**config.mk**
```make
export PLATFORM = sky130hd
export DESIGN_NAME = sdd_top
export DESIGN_NICKNAME = d
export VERILOG_FILES = /design/src/pkg/sdd_pkg.sv /design/src/hw/sdd_top.sv
export VERILOG_INCLUDE_DIRS = /design/src /design/src/pkg
export SDC_FILE = /design/constraint.sdc
export NUM_CORES = 1
export LEC_CHECK = 0
export ABC_AREA = 1
export BUFFER_PORTS_ARGS = -buffer_cell sky130_fd_sc_hd__buf_2
export CORE_ASPECT_RATIO = 1.2
export CORE_MARGIN = 8
export CORE_UTILIZATION = 45
export CTS_BUF_LIST = sky130_fd_sc_hd__clkbuf_8
export DETAILED_ROUTE_END_ITERATION = 16
export PLACE_DENSITY = 0.74
export SLEW_MARGIN = 20
export SYNTH_ARGS = -nofsm -noshare
export SYNTH_HDL_FRONTEND = slang
export SYNTH_SLANG_ARGS = --single-unit
```
**constraint.sdc**
```tcl
create_clock -name ref_clk -period 2.1 [get_ports ref_clk]
set_input_delay 0.105 -clock ref_clk [delete_from_list [all_inputs] [get_ports ref_clk]]
set_output_delay 0.105 -clock ref_clk [all_outputs]
set_load 0.02 [all_outputs]
```
**src/pkg/sdd_consts.svh**
```systemverilog
// Purpose: offsets, field positions, reset values and timing counts of the drop detector
// Assumes: 8-bit register port, 4-bit word addresses
// Notes:   definitions only
`ifndef SDD_CONSTS_SVH
`define SDD_CONSTS_SVH

`define SDD_AW          4
`define SDD_DW          8
`define SDD_A_CTRL      4'h0
`define SDD_A_STAT      4'h1
`define SDD_A_CLR       4'h2
`define SDD_A_IEN       4'h3
`define SDD_A_SET       4'h4
`define SDD_A_CORE      4'h5

`define SDD_LVL_LSB     0
`define SDD_LVL_MSB     2
`define SDD_EN_BIT      4
`define SDD_RS_BIT      5
`define SDD_FLAG_BIT    0
`define SDD_GIE_BIT     0
`define SDD_PERIPHERAL_IRQ_ENABLE_BIT    1
`define SDD_LVL_RST     3'h4

`define SDD_CLK_NS      5
`define SDD_STAB_NS     10000
`define SDD_STAB_CYC    ((`SDD_STAB_NS + `SDD_CLK_NS - 1) / `SDD_CLK_NS)
`define SDD_CNT_W       12

`endif

```
**src/pkg/sdd_pkg.sv**
```systemverilog
// Purpose: types of the supply drop detector control
// Assumes: constants come from sdd_consts.svh
// Notes:   whole state of the top is one packed struct
`include "sdd_consts.svh"
package sdd_pkg;

    typedef enum logic [1:0] {
        SDD_RUN,
        SDD_SLEEP,
        SDD_WOKE
    } sdd_pwr_t;

    typedef struct packed {
        logic                 en;
        logic [2:0]           lvl;
        logic [`SDD_CNT_W-1:0] stab_cnt;
        logic                 stab_done;
        logic                 cmp_s1;
        logic                 cmp_s2;
        logic                 cmp_prev;
        logic                 osc_s1;
        logic                 osc_s2;
        logic                 flag;
        logic                 ie;
        logic                 global_irq_enable;
        logic                 peripheral_irq_enable;
        sdd_pwr_t             pwr;
        logic                 irq;
        logic                 wake;
        logic [`SDD_DW-1:0]   rdata;
    } sdd_state_t;

endpackage

```
**src/hw/sdd_top.sv**
```systemverilog
// Purpose: control, flag and interrupt logic of a programmable supply drop detector
// Assumes: cmp_above and osc_running are asynchronous; sleep and retire come from the core
// Notes:   reads return data in the cycle after the read strobe
// Operation
// - The low-supply flag stays set until software clears it.
// - Control bits 2-0 pick one of eight trip levels and reset to code 100.
// - Of the two crossings of the comparison, only a falling one sets the flag.
// - An interrupt is raised while flag, detector, peripheral and global enables are all set and the core is in run state.
// - A software write that sets the flag acts like a real detection.
// - Control bit 5 reads 1 once the reference is stable and only while the fast oscillator runs.
// - Detection results are ignored until the reference has had its settling time.
// - In sleep, a set flag with detector and peripheral enables wakes the device.
// - With global enable set, the interrupt is taken after the first instruction after wake.
`timescale 1ns/10ps
`default_nettype none
`include "sdd_consts.svh"

module sdd_top #(
    parameter int STAB_CYC = `SDD_STAB_CYC
) (
    input  wire logic               ref_clk,     // Core clock, 200 MHz
    input  wire logic               resetn,      // Sync reset, active low
    input  wire logic [`SDD_AW-1:0] addr,        // Register word address
    input  wire logic [`SDD_DW-1:0] wdata,       // Write data
    input  wire logic               wr,          // Write strobe
    input  wire logic               rd,          // Read strobe
    output logic      [`SDD_DW-1:0] rdata,       // Read data, cycle after rd
    input  wire logic               cmp_above,   // Supply above trip, async
    input  wire logic               osc_running, // Fast oscillator runs, async
    input  wire logic               sleep_in,    // Core is in sleep
    input  wire logic               instr_done,  // Core retired an instruction
    output logic                    det_power,   // Powers detector and reference
    output logic      [2:0]         trip_level,  // Selected trip level
    output logic                    irq,         // Interrupt request, level
    output logic                    wake         // Wake pulse
);
    import sdd_pkg::*;

    if (STAB_CYC < 1 || STAB_CYC >= (1 << `SDD_CNT_W)) begin : g_bad_stab
        $error("STAB_CYC out of range");
    end

    localparam logic [`SDD_CNT_W-1:0] STAB_LAST = `SDD_CNT_W'(STAB_CYC - 1);

    sdd_state_t s_r;
    sdd_state_t s_nxt;

    logic fall_seen;
    logic ref_ok;
    logic flag_set;
    logic flag_clr;
    logic wake_cond;
    logic [`SDD_DW-1:0] ctrl_view;

    always_comb begin
        s_nxt = s_r;
        // Only the second stage is read beyond the chain
        s_nxt.cmp_s1   = cmp_above;
        s_nxt.cmp_s2   = s_r.cmp_s1;
        s_nxt.osc_s1   = osc_running;
        s_nxt.osc_s2   = s_r.osc_s1;
        s_nxt.cmp_prev = s_r.cmp_s2;

        // Settling timer restarts on every enable
        if (!s_r.en) begin
            s_nxt.stab_cnt  = '0;
            s_nxt.stab_done = 1'b0;
        end else if (!s_r.stab_done) begin
            if (s_r.stab_cnt == STAB_LAST) begin
                s_nxt.stab_done = 1'b1;
            end else begin
                s_nxt.stab_cnt = s_r.stab_cnt + 1'b1;
            end
        end

        ref_ok    = s_r.en && s_r.stab_done;
        fall_seen = s_r.cmp_prev && !s_r.cmp_s2;
        ctrl_view = '0;
        ctrl_view[`SDD_LVL_MSB:`SDD_LVL_LSB] = s_r.lvl;
        ctrl_view[`SDD_EN_BIT] = s_r.en;
        ctrl_view[`SDD_RS_BIT] = ref_ok && s_r.osc_s2;

        flag_set = (fall_seen && ref_ok)
                 || (wr && addr == `SDD_A_SET && wdata[`SDD_FLAG_BIT]);
        flag_clr = wr && addr == `SDD_A_CLR && wdata[`SDD_FLAG_BIT];

        if (wr) begin
            unique case (addr)
                `SDD_A_CTRL: begin
                    s_nxt.lvl = wdata[`SDD_LVL_MSB:`SDD_LVL_LSB];
                    s_nxt.en  = wdata[`SDD_EN_BIT];
                end
                `SDD_A_IEN:  s_nxt.ie = wdata[`SDD_FLAG_BIT];
                `SDD_A_CORE: begin
                    s_nxt.global_irq_enable  = wdata[`SDD_GIE_BIT];
                    s_nxt.peripheral_irq_enable = wdata[`SDD_PERIPHERAL_IRQ_ENABLE_BIT];
                end
                default: ;
            endcase
        end

        // Set wins a tie with clear; nothing else clears the flag
        if (flag_set) begin
            s_nxt.flag = 1'b1;
        end else if (flag_clr) begin
            s_nxt.flag = 1'b0;
        end

        wake_cond  = s_r.flag && s_r.ie && s_r.peripheral_irq_enable;
        s_nxt.wake = 1'b0;
        unique case (s_r.pwr)
            SDD_RUN:   if (sleep_in) s_nxt.pwr = SDD_SLEEP;
            SDD_SLEEP: if (wake_cond) begin
                s_nxt.pwr  = SDD_WOKE;
                s_nxt.wake = 1'b1;
            end
            SDD_WOKE:  if (instr_done) s_nxt.pwr = SDD_RUN;
        endcase

        // Held off in sleep and until the first instruction after wake retires
        s_nxt.irq = s_r.flag && s_r.ie && s_r.peripheral_irq_enable && s_r.global_irq_enable
                    && s_r.pwr == SDD_RUN;

        s_nxt.rdata = '0;
        if (rd) begin
            unique case (addr)
                `SDD_A_CTRL: s_nxt.rdata = ctrl_view;
                `SDD_A_STAT: s_nxt.rdata[`SDD_FLAG_BIT] = s_r.flag;
                `SDD_A_IEN:  s_nxt.rdata[`SDD_FLAG_BIT] = s_r.ie;
                `SDD_A_CORE: begin
                    s_nxt.rdata[`SDD_GIE_BIT]  = s_r.global_irq_enable;
                    s_nxt.rdata[`SDD_PERIPHERAL_IRQ_ENABLE_BIT] = s_r.peripheral_irq_enable;
                end
                default: s_nxt.rdata = '0;
            endcase
        end
    end

    always_ff @(posedge ref_clk) begin
        if (!resetn) begin
            s_r          <= '0;
            s_r.lvl      <= `SDD_LVL_RST;
            s_r.cmp_s1   <= 1'b1;
            s_r.cmp_s2   <= 1'b1;
            s_r.cmp_prev <= 1'b1;
            s_r.pwr      <= SDD_RUN;
        end else begin
            s_r <= s_nxt;
        end
    end

    assign rdata      = s_r.rdata;
    assign det_power  = s_r.en;
    assign trip_level = s_r.lvl;
    assign irq        = s_r.irq;
    assign wake       = s_r.wake;
endmodule
`default_nettype wire

```
======== Word-level counts from Yosys, hierarchy flattened ========
Cells that the tools add are included.
Widths: inputs -> output; s select.
word-level totals
  bits in registers ....................... 38
  logic and storage cells ................. 69
  output and inout bits ................... 14
cells by class
  bitwise operators ....................... 2
  reduce and logical (&&, ||, !) cells .... 26
  equal/unequal tests ..................... 11
  add/subtract/negate cells ............... 1
  mux-type cells .......................... 11
operators with widths
  cell                   count
  $reduce_and 2->1       7
  $add 12x1->12 const B  1
  $eq 12x11->1 const B   1
  $logic_and 1x1->1      12
  $eq 4x2->1 const B     2
  $eq 4x3->1 const B     2
  $mux 2                 3
  $ne 2x2->1 const B     3
  $pmux 2 s3             1
  $reduce_and 3->1       2
  $mux 1                 5
  $eq 4x1->1 const B     1
  $logic_not 4->1        1
  $pmux 1 s4             1
  $eq 2x1->1 const B     1
  $eq 2x2->1 const B     1
  $logic_not 2->1        1
  $not 1->1              2
  $pmux 1 s2             1
  $reduce_bool 2->1      1
  $logic_not 1->1        1
  $logic_or 1x1->1       1

======== Longest topological paths before layout ========
  depth after elaboration ................. 5
  depth in mapped cells ................... 9
  depth with buffers taken out ............ 9

======== Worst setup path after synthesis ========
OpenSTA, ideal clock, no wires.
  path kind ............................... flip-flop to flip-flop
  start point ............................. register s_r[22] (netlist bit)
  end point ............................... register s_r[32] (netlist bit)
  library setup time ...................... 0.113 ns
  data required time ...................... 1.987 ns
  arrival ................................. 1.139 ns
  cell stages (with the launch flop) ...... 7
  path buffers ............................ 0
  setup slack ............................. 0.848 ns
  cell sequence ........................... dfxtp_1 > ha_1 > nand2_1 > nor3_2 > nand2_1 > o21ai_1 > nor2_1
between the ends
  cells in the longest elaborated chain, start to end .. 3
  elaborated cells on any way between the ends .. 4
  classes of those cells .................. add/sub: 1; eq/ne: 1; bitwise: 1; reduce/logical: 1
ends and longest elaborated chain
  what                                                                   RTL line        source
  from (decl)                                                            sdd_top.sv:45   sdd_state_t s_r;
  from (signal assigned)                                                 sdd_top.sv:148  s_r <= s_nxt;
  parallel branches: the longest is 3 deep, another holds $add 12x1->12  n/a
Parallel ways; which one is timed is not known.
A chain may end at the register's enable or synchronous reset.

======== Final worst setup path ========
Ends and elaborated chain as after synthesis.

==> results.yml <==
sta:
  finalHoldViolations: 0
  fin_crit_sh: 0.685
  period_needed_ns: 1.44
  finalSetupTns_ns: 0
  setup_viol: 0
  drv_slew: 0
  rsz0062_at_grt: "false"
  fin_skew_ns: 0.00640
  fmax_mhz: 695
final_layout:
  area_delta_synth_final_pct: 13.7
  fin_area_sq_mm: 0.00189
  drive_gt1_frac: 0.217
  fillers: 353
  final_nets: 277
  diodes: 0
synthesis:
  ys_warn_count: 0
  synthTopCellsByCount: "nand2_1, dfxtp_1, inv_1, nor2_1, nand3_1"
  ys_types: 26
  ys.flop_type: "dfxtp_1"
  synth.most_common_cell: "nand2_1"
  synth_area_leaders: "dfxtp_1, nand2_1, inv_1"
  async_flop_share: 0
  synth_top_area_frac: 0.422
  yosysTopAreaCell: "dfxtp_1"
  yosysSeqAreaShare: 0.422
  syn_avg_cell_area_sq_um: 7.29
  synth_edf_count: 0
  synth_seq_cells: 35
  syn_area_sq_mm: 0.00166
  syn_inst: 228
clocking:
  ctsHtreeMaxLevel: 2
  root_buffer: "clkbuf_8"
  cts.clk_slew.worst_paths_ns: 0.07
  clockBufferDepth: 2
  cts_inserted_buffers: 5
  cts_tree: "done"
  clock_sink_count: 35
  clock_latency_ns: 0.28
critical_path:
  setup.worst_path.end_class: "flop"
  worst-path-buf-inv: 0
  cpMostUsedCell: "nand2_1"
  worstSetupStartpointType: "flop"
  cp_cell_sequence: "ha_1 > nand2_1 > nor3_2 > nand2_1 > o21ai_1 > nor2_1"
  r2r-end: "s_r[32]"
  r2r_slack_ns: 0.66
  endpoint: "s_r[32]"
  cp_slowest_cell: "dfxtp_1"
  crit_fanout: 5
  regToRegStartpoint: "s_r[22]"
  cp_num_cells: 6
  cp_data_required_time_ns: 2.28
  cpLargestDelayFamily: "simple AND/OR/NAND/NOR gates"
  critPathMaxStageDelay_ns: 0.41
  cp.arrival_ns: 1.62
  crit_type: "flop to flop"
  rr_worst_depth: 6
  critPathLaunch: "s_r[22]"
grt:
  antenna_found_initial: 0
  overflow: 0
  grt_max_degree: 14
  grt_use_total: 0.114
  grt_pass1_wl_mm: 5.26
  grt_pass1_vias: 1276
pwr:
  p_per_area_mw_per_mm2: 790
  p_comb_frac: 0.110
  ir_drop_v: 0.000564
  clkPwrFrac: 0.417
  p_switching_uw: 357
  power.leakage_nw: 0.848
  internal_power_mw: 1.14
  p_sw_frac: 0.239
  p_seq_frac: 0.474
die:
  pin_count: 34
  coreArea_sq_mm: 0.00357
  floorplan.die.width_um: 71.5
  die_y_um: 82.6
  dieArea_sq_mm: 0.00590
  num_rows: 24
  start_util: 0.465
route:
  dr.pass1.iters: 4
  drc: 0
  vias_per_cell: 4.72
  dr_total_vias: 1377
  dr.first_iter.drc_count: 110
  postRouteAntennaNets: 0
  wl_mm: 3.05
  wl_per_cell_um: 10.4
placed_design:
  io_buffer_count: 26
  gp_congestion: 0.907
  dpl.hpwl_mm: 2.31
  place_area_sq_mm: 0.00176
run:
  max_cap_violations: 0
hold_path:
  hp-class: "input port to flop"
outcome:
  outcome: "complete, no violations"
-- metal layers --
layer  track usage  routed length (um)  vias to the layer above
met5             0                   0                        -
met4        0.0613                  61                        0
met3        0.0435                 171                        6
met2         0.190                1380                       27
met1         0.124                1440                      595
li1              -                   -                      749
-- placed cells by master, fill, tap and decap left out, types with 2 or more instances in the layout --
| master | instances |
|---|---|
| inv_1 | 30 |
| xor2_1 | 2 |
| nand3_1 | 17 |
| buf_2 | 26 |
| nand4_1 | 4 |
| conb_1 | 3 |
| ha_1 | 5 |
| dfxtp_1 | 35 |
| or2_2 | 2 |
| nand2_1 | 47 |
| a21oi_1 | 16 |
| nor3_2 | 2 |
| o21ai_1 | 6 |
| inv_2 | 7 |
| clkbuf_8 | 6 |
| nor2_1 | 23 |
| o21ai_0 | 7 |
| nor2_2 | 4 |
-- state kept, by name, summed over array words and instances (netlist names) --
| register | count |
|---|---|
| s_r | 21 |
| rdata | 5 |
| s_nxt | 3 |
| trip_level | 3 |
| det_power | 1 |
| irq | 1 |
| wake | 1 |
-- worst register-to-register path: stages, from the launching register on --
cell	delay, ns
dfxtp_1	0.41
ha_1	0.25
nand2_1	0.08
nor3_2	0.30
nand2_1	0.11
o21ai_1	0.13
nor2_1	0.04
-- power groups by stage --
| stage | combinational, mW | sequential, mW | clock (mW) |
|---|---|---|---|
| 2_1_floorplan | 0.119 | 0.719 | 0 |
| 3_3_place_gp | 0.151 | 0.722 | 0 |
| 3_5_place_dp | 0.165 | 0.722 | 0 |
| 4_1_cts | 0.167 | 0.707 | 0.643 |
| 5_1_grt | 0.190 | 0.710 | 0.677 |
| 6_report | 0.164 | 0.707 | 0.622 |
-- logic make-up (layout without fill, tap and decap cells) --
kind of cell,after synthesis,count (layout),synth area share
other,1,3,0.00226
buffers and inverters,49,72,0.136
adders and majority gates,5,5,0.0377
and+or+nand+nor,104,104,0.291
xor gates and xnor gates,2,2,0.0105
DFF,35,35,0.422
AOI/OAI and AO/OA,32,32,0.101
-- through the flow --
stage | setup slack [ns] | utilization | instances | power [mW] | hold WS, ns
2_1_floorplan | 0.848 | - | 230 | 0.838 | 0.203
3_3_place_gp | 0.677 | 0.493 | 283 | 0.873 | 0.292
3_5_place_dp | 0.676 | 0.493 | 283 | 0.887 | 0.298
4_1_cts | 0.664 | 0.529 | 292 | 1.52 | 0.000968
5_1_grt | 0.526 | 0.529 | 292 | 1.58 | 0.00401
6_report | 0.661 | 0.529 | 292 | 1.49 | 0.00903
-- area by class of cell --
class	count	area [sq um]	share of cell area
Clock buffer	6	82.6	0.0437
Clock inverter	2	35.0	0.0185
Inverter	37	139	0.0735
Multi-Input combinational cell	146	743	0.393
Sequential cell	35	701	0.371
Tap cell	39	48.8	0.0258
Timing Repair Buffer	27	140	0.0742
-- how the worst min path moves through the flow --
stage	start	to	depth (start not counted)	slack, ns
detailed placement	osc_running	s_nxt[16]	3	0.30
global route	cmp_above	s_nxt[19]	2	0.004
CTS	cmp_above	s_nxt[19]	2	0.001
finish	cmp_above	s_nxt[19]	2	0.009
global placement	osc_running	s_nxt[16]	3	0.29
floorplan	osc_running	s_nxt[16]	2	0.20
-- timing repair --
| action | in CTS | in global routing |
|---|---|---|
| hold buffers | 1 | 0 |
| hold endpoints to repair | 1 | 0 |
| resized for setup | 0 | 0 |
| setup buffers | 0 | 0 |
(Power assumes the default switching activity.)
